$ cat config.mk
export PLATFORM = sky130hd
export DESIGN_NAME = pdt_top
export DESIGN_NICKNAME = d
export VERILOG_FILES = /design/src/pdt_pkg.sv /design/src/pdt_tb_if.sv /design/src/pdt_timebase.sv /design/src/pdt_top.sv
export SDC_FILE = /design/constraint.sdc
export NUM_CORES = 1
export LEC_CHECK = 0
export BUFFER_PORTS_ARGS = -buffer_cell sky130_fd_sc_hd__buf_2
export CELL_PAD_IN_SITES_DETAIL_PLACEMENT = 2
export CELL_PAD_IN_SITES_GLOBAL_PLACEMENT = 2
export CORE_UTILIZATION = 37
export DETAILED_ROUTE_END_ITERATION = 8
export PLACE_DENSITY = 0.89
export SETUP_SLACK_MARGIN = 0.5
export SLEW_MARGIN = 5
export SYNTH_ARGS = -nofsm -noshare
export SYNTH_HDL_FRONTEND = slang
export SYNTH_HIERARCHICAL = 1
export SYNTH_SLANG_ARGS = --single-unit
$ cat constraint.sdc
create_clock -name sys_clk -period 2.5 [get_ports sys_clk]
set_clock_uncertainty 0.1 [all_clocks]
set_input_delay 0.5 -clock sys_clk [delete_from_list [all_inputs] [get_ports sys_clk]]
set_output_delay 0.5 -clock sys_clk [all_outputs]
set_load 0.005 [all_outputs]
$ cat src/pdt_pkg.sv
// What this block does
// - rising trigger pulse starts a timing cycle
// - trigger enables counter, outputs low, starts time base unless ext_clk_sel
// - time base gives one short low tick per period
// - counter counts ticks, binary or bcd digits
// - rising reset pulse ends the timing cycle
// - reset: all disabled, outputs and carry high
// - feedback of summed bus self-resets at programmed count
// - without feedback counting runs free until reset
// - summed bus low while any selected output low
// - binary weights 1 to 128, sixth gives 32
// - decimal weights 1,2,4,8,10,20,40,80; sixth gives 20
// - cycle spans 1-255, 1-99 or 1-59 ticks
// - decimal digit codes ten or more never match
// - sixty variant: tens 0 to 5, seven outputs
// - carry chains two decimal stages up to 9999
// - power-up enters the reset state
// - running cycle ignores further trigger pulses
// - trigger wins over simultaneous reset
// - decimal carry high for last ten counts
// - count on falling count clock; low freezes
package pdt_pkg;

	// ****************************************
	// variants and states
	// ****************************************
	localparam logic [1:0] VAR_BIN   = 2'h0;
	localparam logic [1:0] VAR_DEC99 = 2'h1;
	localparam logic [1:0] VAR_DEC59 = 2'h2;

	typedef enum logic {PDT_IDLE, PDT_RUN} pdt_state_e;

	// ****************************************
	// timing
	// ****************************************
	localparam int unsigned CLK_PERIOD_NS = 25;
	localparam int unsigned TB_PERIOD_NS  = 1000;
	localparam int unsigned TB_PERIOD_CYC =
		(TB_PERIOD_NS + CLK_PERIOD_NS - 1) / CLK_PERIOD_NS;

	// ****************************************
	// counter layout and reset values
	// ****************************************
	localparam int unsigned CNT_W      = 8;
	localparam int unsigned UNIT_LSB   = 0;
	localparam int unsigned TENS_LSB   = 4;
	localparam logic [3:0]  DIGIT_MAX  = 4'h9;
	localparam logic [3:0]  TENS59_MAX = 4'h5;
	localparam logic [7:0]  CNT_RST    = 8'h00;
	localparam logic [7:0]  OE_RST     = 8'h00;
	localparam logic [7:0]  MASK_8     = 8'hff;
	localparam logic [7:0]  MASK_7     = 8'h7f;

	// ****************************************
	// synchroniser vector positions
	// ****************************************
	localparam int unsigned SY_TRIG = 0;
	localparam int unsigned SY_RST  = 1;
	localparam int unsigned SY_EXT  = 2;
	localparam int unsigned SY_XSEL = 3;
	localparam int unsigned SY_FB   = 4;
	localparam int unsigned SY_SEL  = 5;
	localparam int unsigned SY_W    = 13;

endpackage

$ cat src/pdt_tb_if.sv
`timescale 1ns/1ps
interface pdt_tb_if;
	logic run;
	logic tick_n;
	modport tb  (input run, output tick_n);
	modport ctl (output run, input tick_n);
endinterface

$ cat src/pdt_timebase.sv
`timescale 1ns/1ps
module pdt_timebase #(
	parameter int unsigned TB_CYC = pdt_pkg::TB_PERIOD_CYC
) (
	input wire logic sys_clk,
	input wire logic rst_n,
	pdt_tb_if.tb     tb
);
	localparam int unsigned     TBW     = $clog2(TB_CYC + 1);
	localparam logic [TBW-1:0]  TB_LAST = TBW'(TB_CYC - 1);

	logic [TBW-1:0] div_q;
	logic [TBW-1:0] div_d;
	logic           tick_n_q;
	logic           tick_n_d;

	// ****************************************
	// period divider, one low tick per period
	// ****************************************
	always_comb begin
		div_d    = '0;
		tick_n_d = 1'b1;
		if (tb.run) begin
			if (div_q == TB_LAST) begin
				tick_n_d = 1'b0;
			end else begin
				div_d = div_q + 1'b1;
			end
		end
	end

	always_ff @(posedge sys_clk or negedge rst_n) begin
		if (!rst_n) begin
			div_q    <= '0;
			tick_n_q <= 1'b1;
		end else begin
			div_q    <= div_d;
			tick_n_q <= tick_n_d;
		end
	end

	assign tb.tick_n = tick_n_q;

endmodule // pdt_timebase

$ cat src/pdt_top.sv
`timescale 1ns/1ps
module pdt_top #(
	parameter logic [1:0]  VARIANT = pdt_pkg::VAR_DEC99,
	parameter int unsigned TB_CYC  = pdt_pkg::TB_PERIOD_CYC
) (
	input  wire logic       sys_clk,
	input  wire logic       rst_n,
	input  wire logic       trig_pin,
	input  wire logic       reset_pin,
	input  wire logic       ext_clk_pin,
	input  wire logic       ext_clk_sel,
	input  wire logic       fb_en,
	input  wire logic [7:0] prog_sel,
	output logic      [7:0] cnt_o,
	output logic      [7:0] cnt_oe,
	output logic            sum_bus,
	output logic            carry_out,
	output logic            tb_out_n
);
	localparam logic [7:0] OUT_MASK =
		(VARIANT == pdt_pkg::VAR_DEC59) ? pdt_pkg::MASK_7 : pdt_pkg::MASK_8;
	localparam logic [3:0] TENS_MAX =
		(VARIANT == pdt_pkg::VAR_DEC59) ? pdt_pkg::TENS59_MAX : pdt_pkg::DIGIT_MAX;
	localparam logic       IS_BIN   = (VARIANT == pdt_pkg::VAR_BIN);

	// ****************************************
	// declarations
	// ****************************************
	logic [pdt_pkg::SY_W-1:0] sy1_q;
	logic [pdt_pkg::SY_W-1:0] sy2_q;
	logic [pdt_pkg::SY_W-1:0] sy2_d;
	logic                     trig_prev_q;
	logic                     rst_prev_q;
	logic                     ext_prev_q;
	pdt_pkg::pdt_state_e      state_q;
	pdt_pkg::pdt_state_e      state_d;
	logic [7:0]               cnt_q;
	logic [7:0]               cnt_d;
	logic [7:0]               oe_q;
	logic [7:0]               oe_d;
	logic                     bus_q;
	logic                     bus_d;
	logic                     carry_q;
	logic                     carry_d;
	logic                     trig_rise;
	logic                     rst_rise;
	logic                     cnt_evt;
	logic                     self_rst;
	logic                     start;
	logic [7:0]               sel_s;
	logic [7:0]               cnt_nxt;

	pdt_tb_if tbi ();

	pdt_timebase #(
		.TB_CYC (TB_CYC)
	) u_timebase (
		.sys_clk (sys_clk),
		.rst_n   (rst_n),
		.tb      (tbi.tb)
	);

	// ****************************************
	// counter step
	// ****************************************
	function automatic logic [7:0] pdt_next(input logic [7:0] c);
		logic [3:0] u;
		logic [3:0] t;
		u = c[pdt_pkg::UNIT_LSB +: 4];
		t = c[pdt_pkg::TENS_LSB +: 4];
		if (IS_BIN) begin
			pdt_next = c + 8'h01;
		end else if (u == pdt_pkg::DIGIT_MAX) begin
			u = 4'h0;
			t = (t == TENS_MAX) ? 4'h0 : t + 4'h1;
			pdt_next = {t, u};
		end else begin
			pdt_next = {t, u + 4'h1};
		end
	endfunction

	// ****************************************
	// pin synchronisers and edge detect
	// ****************************************
	always_comb begin
		sy2_d = sy1_q;
	end

	always_ff @(posedge sys_clk or negedge rst_n) begin
		if (!rst_n) begin
			sy1_q       <= '0;
			sy2_q       <= '0;
			trig_prev_q <= 1'b0;
			rst_prev_q  <= 1'b0;
			ext_prev_q  <= 1'b0;
		end else begin
			sy1_q       <= {prog_sel, fb_en, ext_clk_sel, ext_clk_pin, reset_pin, trig_pin};
			sy2_q       <= sy2_d;
			trig_prev_q <= sy2_q[pdt_pkg::SY_TRIG];
			rst_prev_q  <= sy2_q[pdt_pkg::SY_RST];
			ext_prev_q  <= sy2_q[pdt_pkg::SY_EXT];
		end
	end

	assign sel_s     = sy2_q[pdt_pkg::SY_SEL +: 8];
	assign trig_rise = sy2_q[pdt_pkg::SY_TRIG] & ~trig_prev_q;
	assign rst_rise  = sy2_q[pdt_pkg::SY_RST] & ~rst_prev_q;

	// falling edge of the selected count clock
	assign cnt_evt = sy2_q[pdt_pkg::SY_XSEL] ?
		(ext_prev_q & ~sy2_q[pdt_pkg::SY_EXT]) : ~tbi.tick_n;

	// time base stops in the very cycle the cycle ends, so no tick reaches idle
	assign tbi.run = (state_q == pdt_pkg::PDT_RUN) & (state_d == pdt_pkg::PDT_RUN)
		& ~sy2_q[pdt_pkg::SY_XSEL];

	// summed bus high once every selected bit is one
	assign self_rst = (state_q == pdt_pkg::PDT_RUN) & sy2_q[pdt_pkg::SY_FB] & (|sel_s)
		& (&(~sel_s | (cnt_q & OUT_MASK)));

	assign start = trig_rise &
		((state_q == pdt_pkg::PDT_IDLE) | rst_rise | self_rst);

	assign cnt_nxt = pdt_next(cnt_q);

	// ****************************************
	// cycle control and counter
	// ****************************************
	always_comb begin
		state_d = state_q;
		cnt_d   = cnt_q;
		if (start) begin
			state_d = pdt_pkg::PDT_RUN;
			cnt_d   = pdt_pkg::CNT_RST;
		end else if (rst_rise || self_rst) begin
			state_d = pdt_pkg::PDT_IDLE;
			cnt_d   = pdt_pkg::CNT_RST;
		end else if (state_q == pdt_pkg::PDT_RUN && cnt_evt) begin
			cnt_d   = cnt_nxt;
		end
	end

	// ****************************************
	// outputs
	// ****************************************
	always_comb begin
		oe_d    = pdt_pkg::OE_RST;
		bus_d   = 1'b1;
		carry_d = 1'b1;
		case (state_d)
			pdt_pkg::PDT_IDLE: begin
				oe_d    = pdt_pkg::OE_RST;
				bus_d   = 1'b1;
				carry_d = 1'b1;
			end
			pdt_pkg::PDT_RUN: begin
				oe_d    = ~cnt_d & OUT_MASK;
				bus_d   = &(~sel_s | (cnt_d & OUT_MASK));
				carry_d = IS_BIN |
					(cnt_d[pdt_pkg::TENS_LSB +: 4] == TENS_MAX);
			end
			default: begin
				oe_d    = pdt_pkg::OE_RST;
				bus_d   = 1'b1;
				carry_d = 1'b1;
			end
		endcase
	end

	always_ff @(posedge sys_clk or negedge rst_n) begin
		if (!rst_n) begin
			state_q <= pdt_pkg::PDT_IDLE;
			cnt_q   <= pdt_pkg::CNT_RST;
			oe_q    <= pdt_pkg::OE_RST;
			bus_q   <= 1'b1;
			carry_q <= 1'b1;
		end else begin
			state_q <= state_d;
			cnt_q   <= cnt_d;
			oe_q    <= oe_d;
			bus_q   <= bus_d;
			carry_q <= carry_d;
		end
	end

	assign cnt_o     = pdt_pkg::OE_RST;
	assign cnt_oe    = oe_q;
	assign sum_bus   = bus_q;
	assign carry_out = carry_q;
	assign tb_out_n  = tbi.tick_n;

	// ****************************************
	// assertions
	// ****************************************
	property p_trig_start;
		@(posedge sys_clk) disable iff (!rst_n)
		(state_q == pdt_pkg::PDT_IDLE && trig_rise)
			|=> (state_q == pdt_pkg::PDT_RUN && cnt_q == pdt_pkg::CNT_RST);
	endproperty
	a_trig_start: assert property (p_trig_start)
		else $error("trigger did not start a cleared cycle");

	property p_reset_stop;
		@(posedge sys_clk) disable iff (!rst_n)
		(state_q == pdt_pkg::PDT_RUN && rst_rise && !trig_rise)
			|=> (state_q == pdt_pkg::PDT_IDLE && cnt_oe == pdt_pkg::OE_RST);
	endproperty
	a_reset_stop: assert property (p_reset_stop)
		else $error("reset pulse did not end the cycle");

	property p_idle_outputs;
		@(posedge sys_clk) disable iff (!rst_n)
		state_q == pdt_pkg::PDT_IDLE
			|-> (cnt_oe == pdt_pkg::OE_RST && carry_out && sum_bus && tb_out_n);
	endproperty
	a_idle_outputs: assert property (p_idle_outputs)
		else $error("outputs not all high in reset state");

	property p_run_outputs;
		@(posedge sys_clk) disable iff (!rst_n)
		state_q == pdt_pkg::PDT_RUN |-> cnt_oe == (~cnt_q & OUT_MASK);
	endproperty
	a_run_outputs: assert property (p_run_outputs)
		else $error("output level does not follow counter bit");

	property p_ignore_trig;
		@(posedge sys_clk) disable iff (!rst_n)
		(state_q == pdt_pkg::PDT_RUN && trig_rise && !rst_rise && !self_rst && !cnt_evt)
			|=> (state_q == pdt_pkg::PDT_RUN && $stable(cnt_q));
	endproperty
	a_ignore_trig: assert property (p_ignore_trig)
		else $error("trigger disturbed a running cycle");

	property p_trig_prio;
		@(posedge sys_clk) disable iff (!rst_n)
		(trig_rise && rst_rise)
			|=> (state_q == pdt_pkg::PDT_RUN && cnt_q == pdt_pkg::CNT_RST);
	endproperty
	a_trig_prio: assert property (p_trig_prio)
		else $error("reset overrode a simultaneous trigger");

	property p_self_rst;
		@(posedge sys_clk) disable iff (!rst_n)
		(self_rst && !trig_rise) |=> state_q == pdt_pkg::PDT_IDLE;
	endproperty
	a_self_rst: assert property (p_self_rst)
		else $error("programmed count did not end the cycle");

	property p_count_step;
		@(posedge sys_clk) disable iff (!rst_n)
		(state_q == pdt_pkg::PDT_RUN && cnt_evt && !rst_rise && !self_rst && !trig_rise)
			|=> cnt_q == $past(cnt_nxt);
	endproperty
	a_count_step: assert property (p_count_step)
		else $error("counter did not advance on count clock");

	property p_freeze;
		@(posedge sys_clk) disable iff (!rst_n)
		(state_q == pdt_pkg::PDT_RUN && !cnt_evt && !rst_rise && !self_rst)
			|=> $stable(cnt_q);
	endproperty
	a_freeze: assert property (p_freeze)
		else $error("counter moved without a count clock edge");

	property p_bcd_digits;
		@(posedge sys_clk) disable iff (!rst_n)
		!IS_BIN |-> (cnt_q[3:0] <= pdt_pkg::DIGIT_MAX && cnt_q[7:4] <= TENS_MAX);
	endproperty
	a_bcd_digits: assert property (p_bcd_digits)
		else $error("decimal digit out of range");

	property p_carry;
		@(posedge sys_clk) disable iff (!rst_n)
		(state_q == pdt_pkg::PDT_RUN && !IS_BIN)
			|-> carry_out == (cnt_q[7:4] == TENS_MAX);
	endproperty
	a_carry: assert property (p_carry)
		else $error("carry not high exactly for the last ten counts");

	property p_bus;
		@(posedge sys_clk) disable iff (!rst_n)
		state_q == pdt_pkg::PDT_RUN
			|-> sum_bus == (&(~sel_s | (cnt_q & OUT_MASK)));
	endproperty
	a_bus: assert property (p_bus)
		else $error("summed bus does not follow selected outputs");

	property p_tick_short;
		@(posedge sys_clk) disable iff (!rst_n)
		!tb_out_n |=> tb_out_n [*2];
	endproperty
	a_tick_short: assert property (p_tick_short)
		else $error("time base tick wider than one cycle");

	property p_tick_stop;
		@(posedge sys_clk) disable iff (!rst_n)
		(state_q == pdt_pkg::PDT_IDLE && $past(state_q) == pdt_pkg::PDT_IDLE)
			|-> tb_out_n;
	endproperty
	a_tick_stop: assert property (p_tick_stop)
		else $error("time base ticking in reset state");

	c_start: cover property (@(posedge sys_clk) disable iff (!rst_n)
		state_q == pdt_pkg::PDT_IDLE ##1 state_q == pdt_pkg::PDT_RUN);
	c_self_rst: cover property (@(posedge sys_clk) disable iff (!rst_n) self_rst);
	c_carry: cover property (@(posedge sys_clk) disable iff (!rst_n) $fell(carry_out));
	c_wrap: cover property (@(posedge sys_clk) disable iff (!rst_n)
		state_q == pdt_pkg::PDT_RUN && cnt_evt && cnt_nxt == pdt_pkg::CNT_RST);

endmodule // pdt_top

; After elaboration in Yosys (flattened, before gate mapping)
; Index checks and enable logic that the tools add are counted.
[classes]
addsub = 3
eq_ne = 4
mux = 15
n_bitwise = 22
reduce_logical = 5
[op_table]
columns = operator, n
row1 = $mux W8, 4
row2 = $not A8 Y8, 2
row3 = $or A8 B8 Y8, 2
row4 = $pmux W8 S2, 1
row5 = $reduce_and A8 Y1, 2
row6 = $eq A4 B4 Y1 const B, 3
row7 = $mux W6, 2
row8 = $and A1 B1 Y1, 9
row9 = $add A4 B1 Y4 const B, 2
row10 = $reduce_or A8 Y1, 1
row11 = $not A1 Y1, 7
row12 = $add A6 B1 Y6 const B, 1
row13 = $eq A6 B6 Y1 const B, 1
row14 = $mux W1, 5
row15 = $mux W4, 1
row16 = $pmux W1 S2, 2
row17 = $or A1 B1 Y1, 2
row18 = $logic_and A1 B1 Y1, 1
row19 = $logic_or A1 B1 Y1, 1
[word_totals]
reg_bits = 55

; Logic depth before layout (Yosys ltp)
[depth]
ltp_word = 10
ltp_mapped = 10
depth_no_buf = 9

; Modules after synthesis
; Netlist, hierarchy kept.
[modules_own_cells]
columns = module, instances, cells_each, area_each_um2
row1 = pdt_top, 1, 141, 1778.0
row2 = pdt_timebase, 1, 26, 297.8

; Worst setup path before layout
; No wires, ideal clock.
[synth_path]
kind = flip-flop to flip-flop
startpoint = register cnt_q[1]
endpoint = register u_timebase.div_q[3]
setup_time_ps = 130
arrival_time_ps = 1677
t_required_ps = 2270
path_slack_ps = 593
path_stages_with_launch = 11
n_path_buf = 2
path_cell_list = dfrtp_1 > buf_4 > o22ai_1 > or3_1 > nor2_1 > nor2_1 > a21oi_1 > buf_2 > nor3_1 > o21ai_0 > nor2_1
[synth_via]
elab_chain_len = 9
[synth_lines]
columns = item, line
row1 = "start, declared", pdt_top.sv:37  ; logic [7:0] cnt_q;
row2 = "start signal, assigned", pdt_top.sv:173  ; cnt_q <= pdt_pkg::CNT_RST;
row3 = "start signal, assigned", pdt_top.sv:179  ; cnt_q <= cnt_d;
row4 = $or A8 B8 Y8 (*), pdt_top.sv:119  ; & (&(~sel_s | (cnt_q & OUT_MASK)));
row5 = $reduce_and A8 Y1 (*), pdt_top.sv:119
row6 = $and A1 B1 Y1 (*), pdt_top.sv:119
row7 = $or A1 B1 Y1 or $logic_or A1 B1 Y1 (tied branches), "pdt_top.sv:122, pdt_top.sv:135"
row8 = $and A1 B1 Y1 or $mux W1 (tied branches), "pdt_top.sv:121, pdt_top.sv:135"
row9 = $mux W1 (*), pdt_top.sv:132  ; if (start) begin
row10 = $and A1 B1 Y1 (*), pdt_top.sv:114  ; assign tbi.run = (state_q == pdt_pkg::PDT_RUN) & (state_d == pdt_pkg::PDT_RUN)
row11 = $and A1 B1 Y1 (*), pdt_top.sv:115  ; & ~sy2_q[pdt_pkg::SY_XSEL];
row12 = named net tbi.run, pdt_tb_if.sv:3  ; logic run;
row13 = $mux W6 (*), pdt_timebase.sv:23  ; if (tb.run) begin
row14 = named net u_timebase.div_d[3], pdt_timebase.sv:13  ; logic [TBW-1:0] div_d;
row15 = "end signal, assigned", pdt_timebase.sv:37  ; div_q <= div_d;
row16 = "end, declared", pdt_timebase.sv:12  ; logic [TBW-1:0] div_q;
; The timed path passes the listed nets; every way through them passes the cells marked *.

; Worst setup path after layout
[layout_path]
startpoint = register state_q
endpoint = register bus_q (netlist: sum_bus)
[layout_lines]
columns = item, line
row1 = "start, declared", pdt_top.sv:35  ; pdt_pkg::pdt_state_e state_q;
row2 = "start signal, assigned", pdt_top.sv:172  ; state_q <= pdt_pkg::PDT_IDLE;
row3 = "start signal, assigned", pdt_top.sv:178  ; state_q <= state_d;
row4 = $and A1 B1 Y1 (2 in a row), pdt_top.sv:118  ; assign self_rst = (state_q == pdt_pkg::PDT_RUN) & sy2_q[pdt_pkg::SY_FB] & (|sel_s)
row5 = $and A1 B1 Y1, pdt_top.sv:119
row6 = $or A1 B1 Y1 or $logic_or A1 B1 Y1 (tied branches), "pdt_top.sv:122, pdt_top.sv:135"
row7 = $and A1 B1 Y1 or $mux W1 (tied branches), "pdt_top.sv:121, pdt_top.sv:135"
row8 = $mux W1 (*), pdt_top.sv:132
row9 = named net state_d, pdt_top.sv:36  ; pdt_pkg::pdt_state_e state_d;
row10 = $not A1 Y1, pdt_top.sv:150  ; case (state_d)
row11 = $pmux W1 S2 (*), pdt_top.sv:150
row12 = named net bus_d, pdt_top.sv:42  ; logic bus_d;
row13 = "end signal, assigned", pdt_top.sv:181  ; bus_q <= bus_d;
row14 = "end, declared", pdt_top.sv:41  ; logic bus_q;
; Marks and branches as above.

==> impl_metrics.tcl <==
set metrics [dict create \
    h-tree-depth 2 \
    grt_use_met2 0.3393 \
    cts_tree "yes" \
    synth_area_leaders "dfrtp_1 63%, dfstp_2 3.8%, nor2_1 3.6%" \
    timing.fmax_ghz 0.4797 \
    synth_ff_type "dfrtp_1" \
    syn_area_um2 2076 \
    initial_core_util 0.3939 \
    num_vias 1386 \
    die_h_um 76.90 \
    syn_inst 167 \
    register_area_um2 1385 \
    ant_nets 0 \
    placedCellCount 259 \
    setup_viol 0 \
    grt_first_pass_wirelength_mm 8.259 \
    grt_antenna_before_repair 0 \
    ys_ff_latch 55 \
    clock-root-buffer "clkbuf_8" \
    yosysTopAreaCell "dfrtp_1" \
    synth_top_area_frac 0.6269 \
    yosysWarnings 6 \
    routabilityCongestion 0.8279 \
    pin_count 34 \
    gr-usage-met1 0.2280 \
    die_w_um 76.90 \
    nFillCells 537 \
    nets 221 \
    dr.pass1.iters 4 \
    syn_area_per_cell_um2 12.43 \
    rows 26 \
    netlist_top_cells_count "52 x dfrtp_1, 20 x nor2_1, 9 x buf_4" \
    ys_seq_area_frac 0.6649 \
    coreArea_um2 5270 \
    postCtsHoldBufs 0 \
    multiInputGateArea_um2 684.4 \
    area_delta_synth_final_pct 22.54 \
    min_path_type "input port to async pin" \
    use_met3 0.03810 \
    fin_crit_sh 0.8338 \
    power.density_nw_per_um2 669.1 \
    start_kind "flip-flop" \
    worst_skew_pair.late_latency_ns 0.31 \
    detail_route.wl_per_cell_um 20.82 \
    viasPerCell 5.022 \
    crit_fanout 10 \
    clkTransAtPathRegs_ns 0.10 \
    fin_setup_tns_ns 0 \
    diodes 0 \
    hold_viol 0 \
    ys_async_sr_fraction 1.000 \
    buffer_ports.inserted 25 \
    worstSetupEndpointType "flip-flop" \
    slew_viol_final 0 \
    yosysMostFrequentCell "dfrtp_1" \
    leakage_uw 0.001133 \
    postLayoutCellArea_um2 2544 \
    synth_edf_count 0 \
    drc 0 \
    synth_cell_types 42 \
    hpwlAfterDp_mm 3.327 \
    stdcell_count 276 \
    tightestPinTransition_ns 0.5980 \
    finalCriticalPeriod_ns 2.084 \
    status "completed" \
    crit_type "flip-flop to flip-flop" \
    drv_cap 0 \
    final_layout_size_suffix_gt1_frac 0.3738 \
    grt_overflow_total 0 \
    grt_pass1_vias 1522 \
    cp_data_arrival_time_ns 2.21 \
    clkSinkCount 55 \
    whs_ns 0.08687 \
    slew_headroom 0.6013 \
    rsz0062_at_grt "true" \
    worstPathRequired_ns 2.63 \
    die-area_um2 5914 \
    grt_max_degree 34 \
    numCtsBuffers 5 \
    peakVddDrop_v 0.0004761 \
    drt_iter0_drc 74 \
    grt_usage 0.1920 \
    grt.busiest_layer "met2" \
    placed_area_um2 2247 \
    clk_path_buf_depth 2 \
    wl_mm 5.746 \
]
## sequential cells by signal (all words and copies together) (netlist names)
signal,count
trig_prev_q,1
carry_out,1
sy2_q,13
ext_prev_q,1
u_timebase/div_q,6
sum_bus,1
sy1_q,13
cnt_q,8
u_timebase/tb.tick_n,1
state_q,1
rst_prev_q,1
cnt_oe,8
## worst max-delay path, cell delays in order (launching register included)
cell and delay [ns]:
dfrtp_1 0.51, o211ai_1 0.20, or3_4 0.40, nor2_2 0.13
nor2_1 0.09, a21oi_2 0.25, buf_6 0.20, inv_2 0.06
o31ai_2 0.06
## logic make-up after synthesis
logic type | after synthesis | share of synthesized area
AOI/OAI and AO/OA | 25 | 0.08560
xor gates and xnor gates | 7 | 0.02954
adders and majority gates | 1 | 0.006027
buffers and inverters | 22 | 0.06389
DFF | 55 | 0.6649
muxes | 3 | 0.01447
other | 1 | 0.001807
and+or+nand+nor | 53 | 0.1338
## metrics by stage
| step | power [µW] | util | setup slack (ns) |
|---|---|---|---|
| final | 1702 | 0.4827 | 0.4155 |
| after global routing | 1767 | 0.4827 | 0.3407 |
| after floorplan | 1036 | - | 0.5929 |
| after global placement | 1089 | 0.4264 | 0.2900 |
| after CTS | 1699 | 0.4618 | 0.4792 |
| after detailed placement | 1099 | 0.4264 | 0.2245 |
## routing by layer
layer / vias to the layer above / part of all wire
met5: - / 0
met4: 0 / 0.022
met3: 8 / 0.037
met2: 45 / 0.52
met1: 712 / 0.42
li1: 621 / -
## layout make-up
cell class | instances | area share
Clock inverter | 2 | 0.01476
Clock buffer | 6 | 0.02853
Inverter | 10 | 0.01574
Tap cell | 70 | 0.03443
Multi-Input combinational cell | 97 | 0.2691
Timing Repair Buffer | 36 | 0.09297
Sequential cell | 55 | 0.5445
## final timing paths
check,start,end,slack [ns],cells past startpoint
min in group sys_clk,prog_sel[5],sy1_q[10],0.19,1
worst min register to register,sy1_q[4],sy2_q[4],0.26,0
worst max register to register,state_q,sum_bus,0.42,8
worst min-delay path,rst_n,cnt_q[4],0.09,1
worst max-delay path,state_q,sum_bus,0.42,8
max in group asynchronous,rst_n,cnt_q[5],1.63,2
## timing repair
action | 4_1_cts | 5_1_grt
resized for setup | 16 | 16
buffers inserted | 2 | 7
gates cloned | 0 | 0
setup endpoints to repair | 22 | 18
pin swaps | 6 | 10
## cell usage in the layout, fill, tap and decap left out, types with 2 or more instances in the layout
cell / n
dfrtp_1: 48
buf_2: 25
nor2_1: 18
inv_1: 8
conb_1: 8
buf_4: 8
nand2_1: 6
nor2b_1: 6
xor2_1: 5
clkbuf_8: 5
o21ai_1: 4
dfrtp_2: 4
a21oi_1: 3
nor2_2: 3
o21ai_0: 3
dfstp_2: 3
and2_1: 3
nor4_2: 2
o22ai_1: 2
nand3_2: 2
a21oi_2: 2
nand3_1: 2
mux2i_1: 2
xnor2_1: 2
o21ai_2: 2
buf_12: 2
## power by group
group	total, µW	leakage, µW	internal, µW	switching (µW)
clock network	582	0.0000514	299	283
registers	971	0.000659	940	30.5
logic	149	0.000422	60.6	88.1
total	1700	0.00113	1300	402
Note: power is estimated with default switching activity, not from simulation.
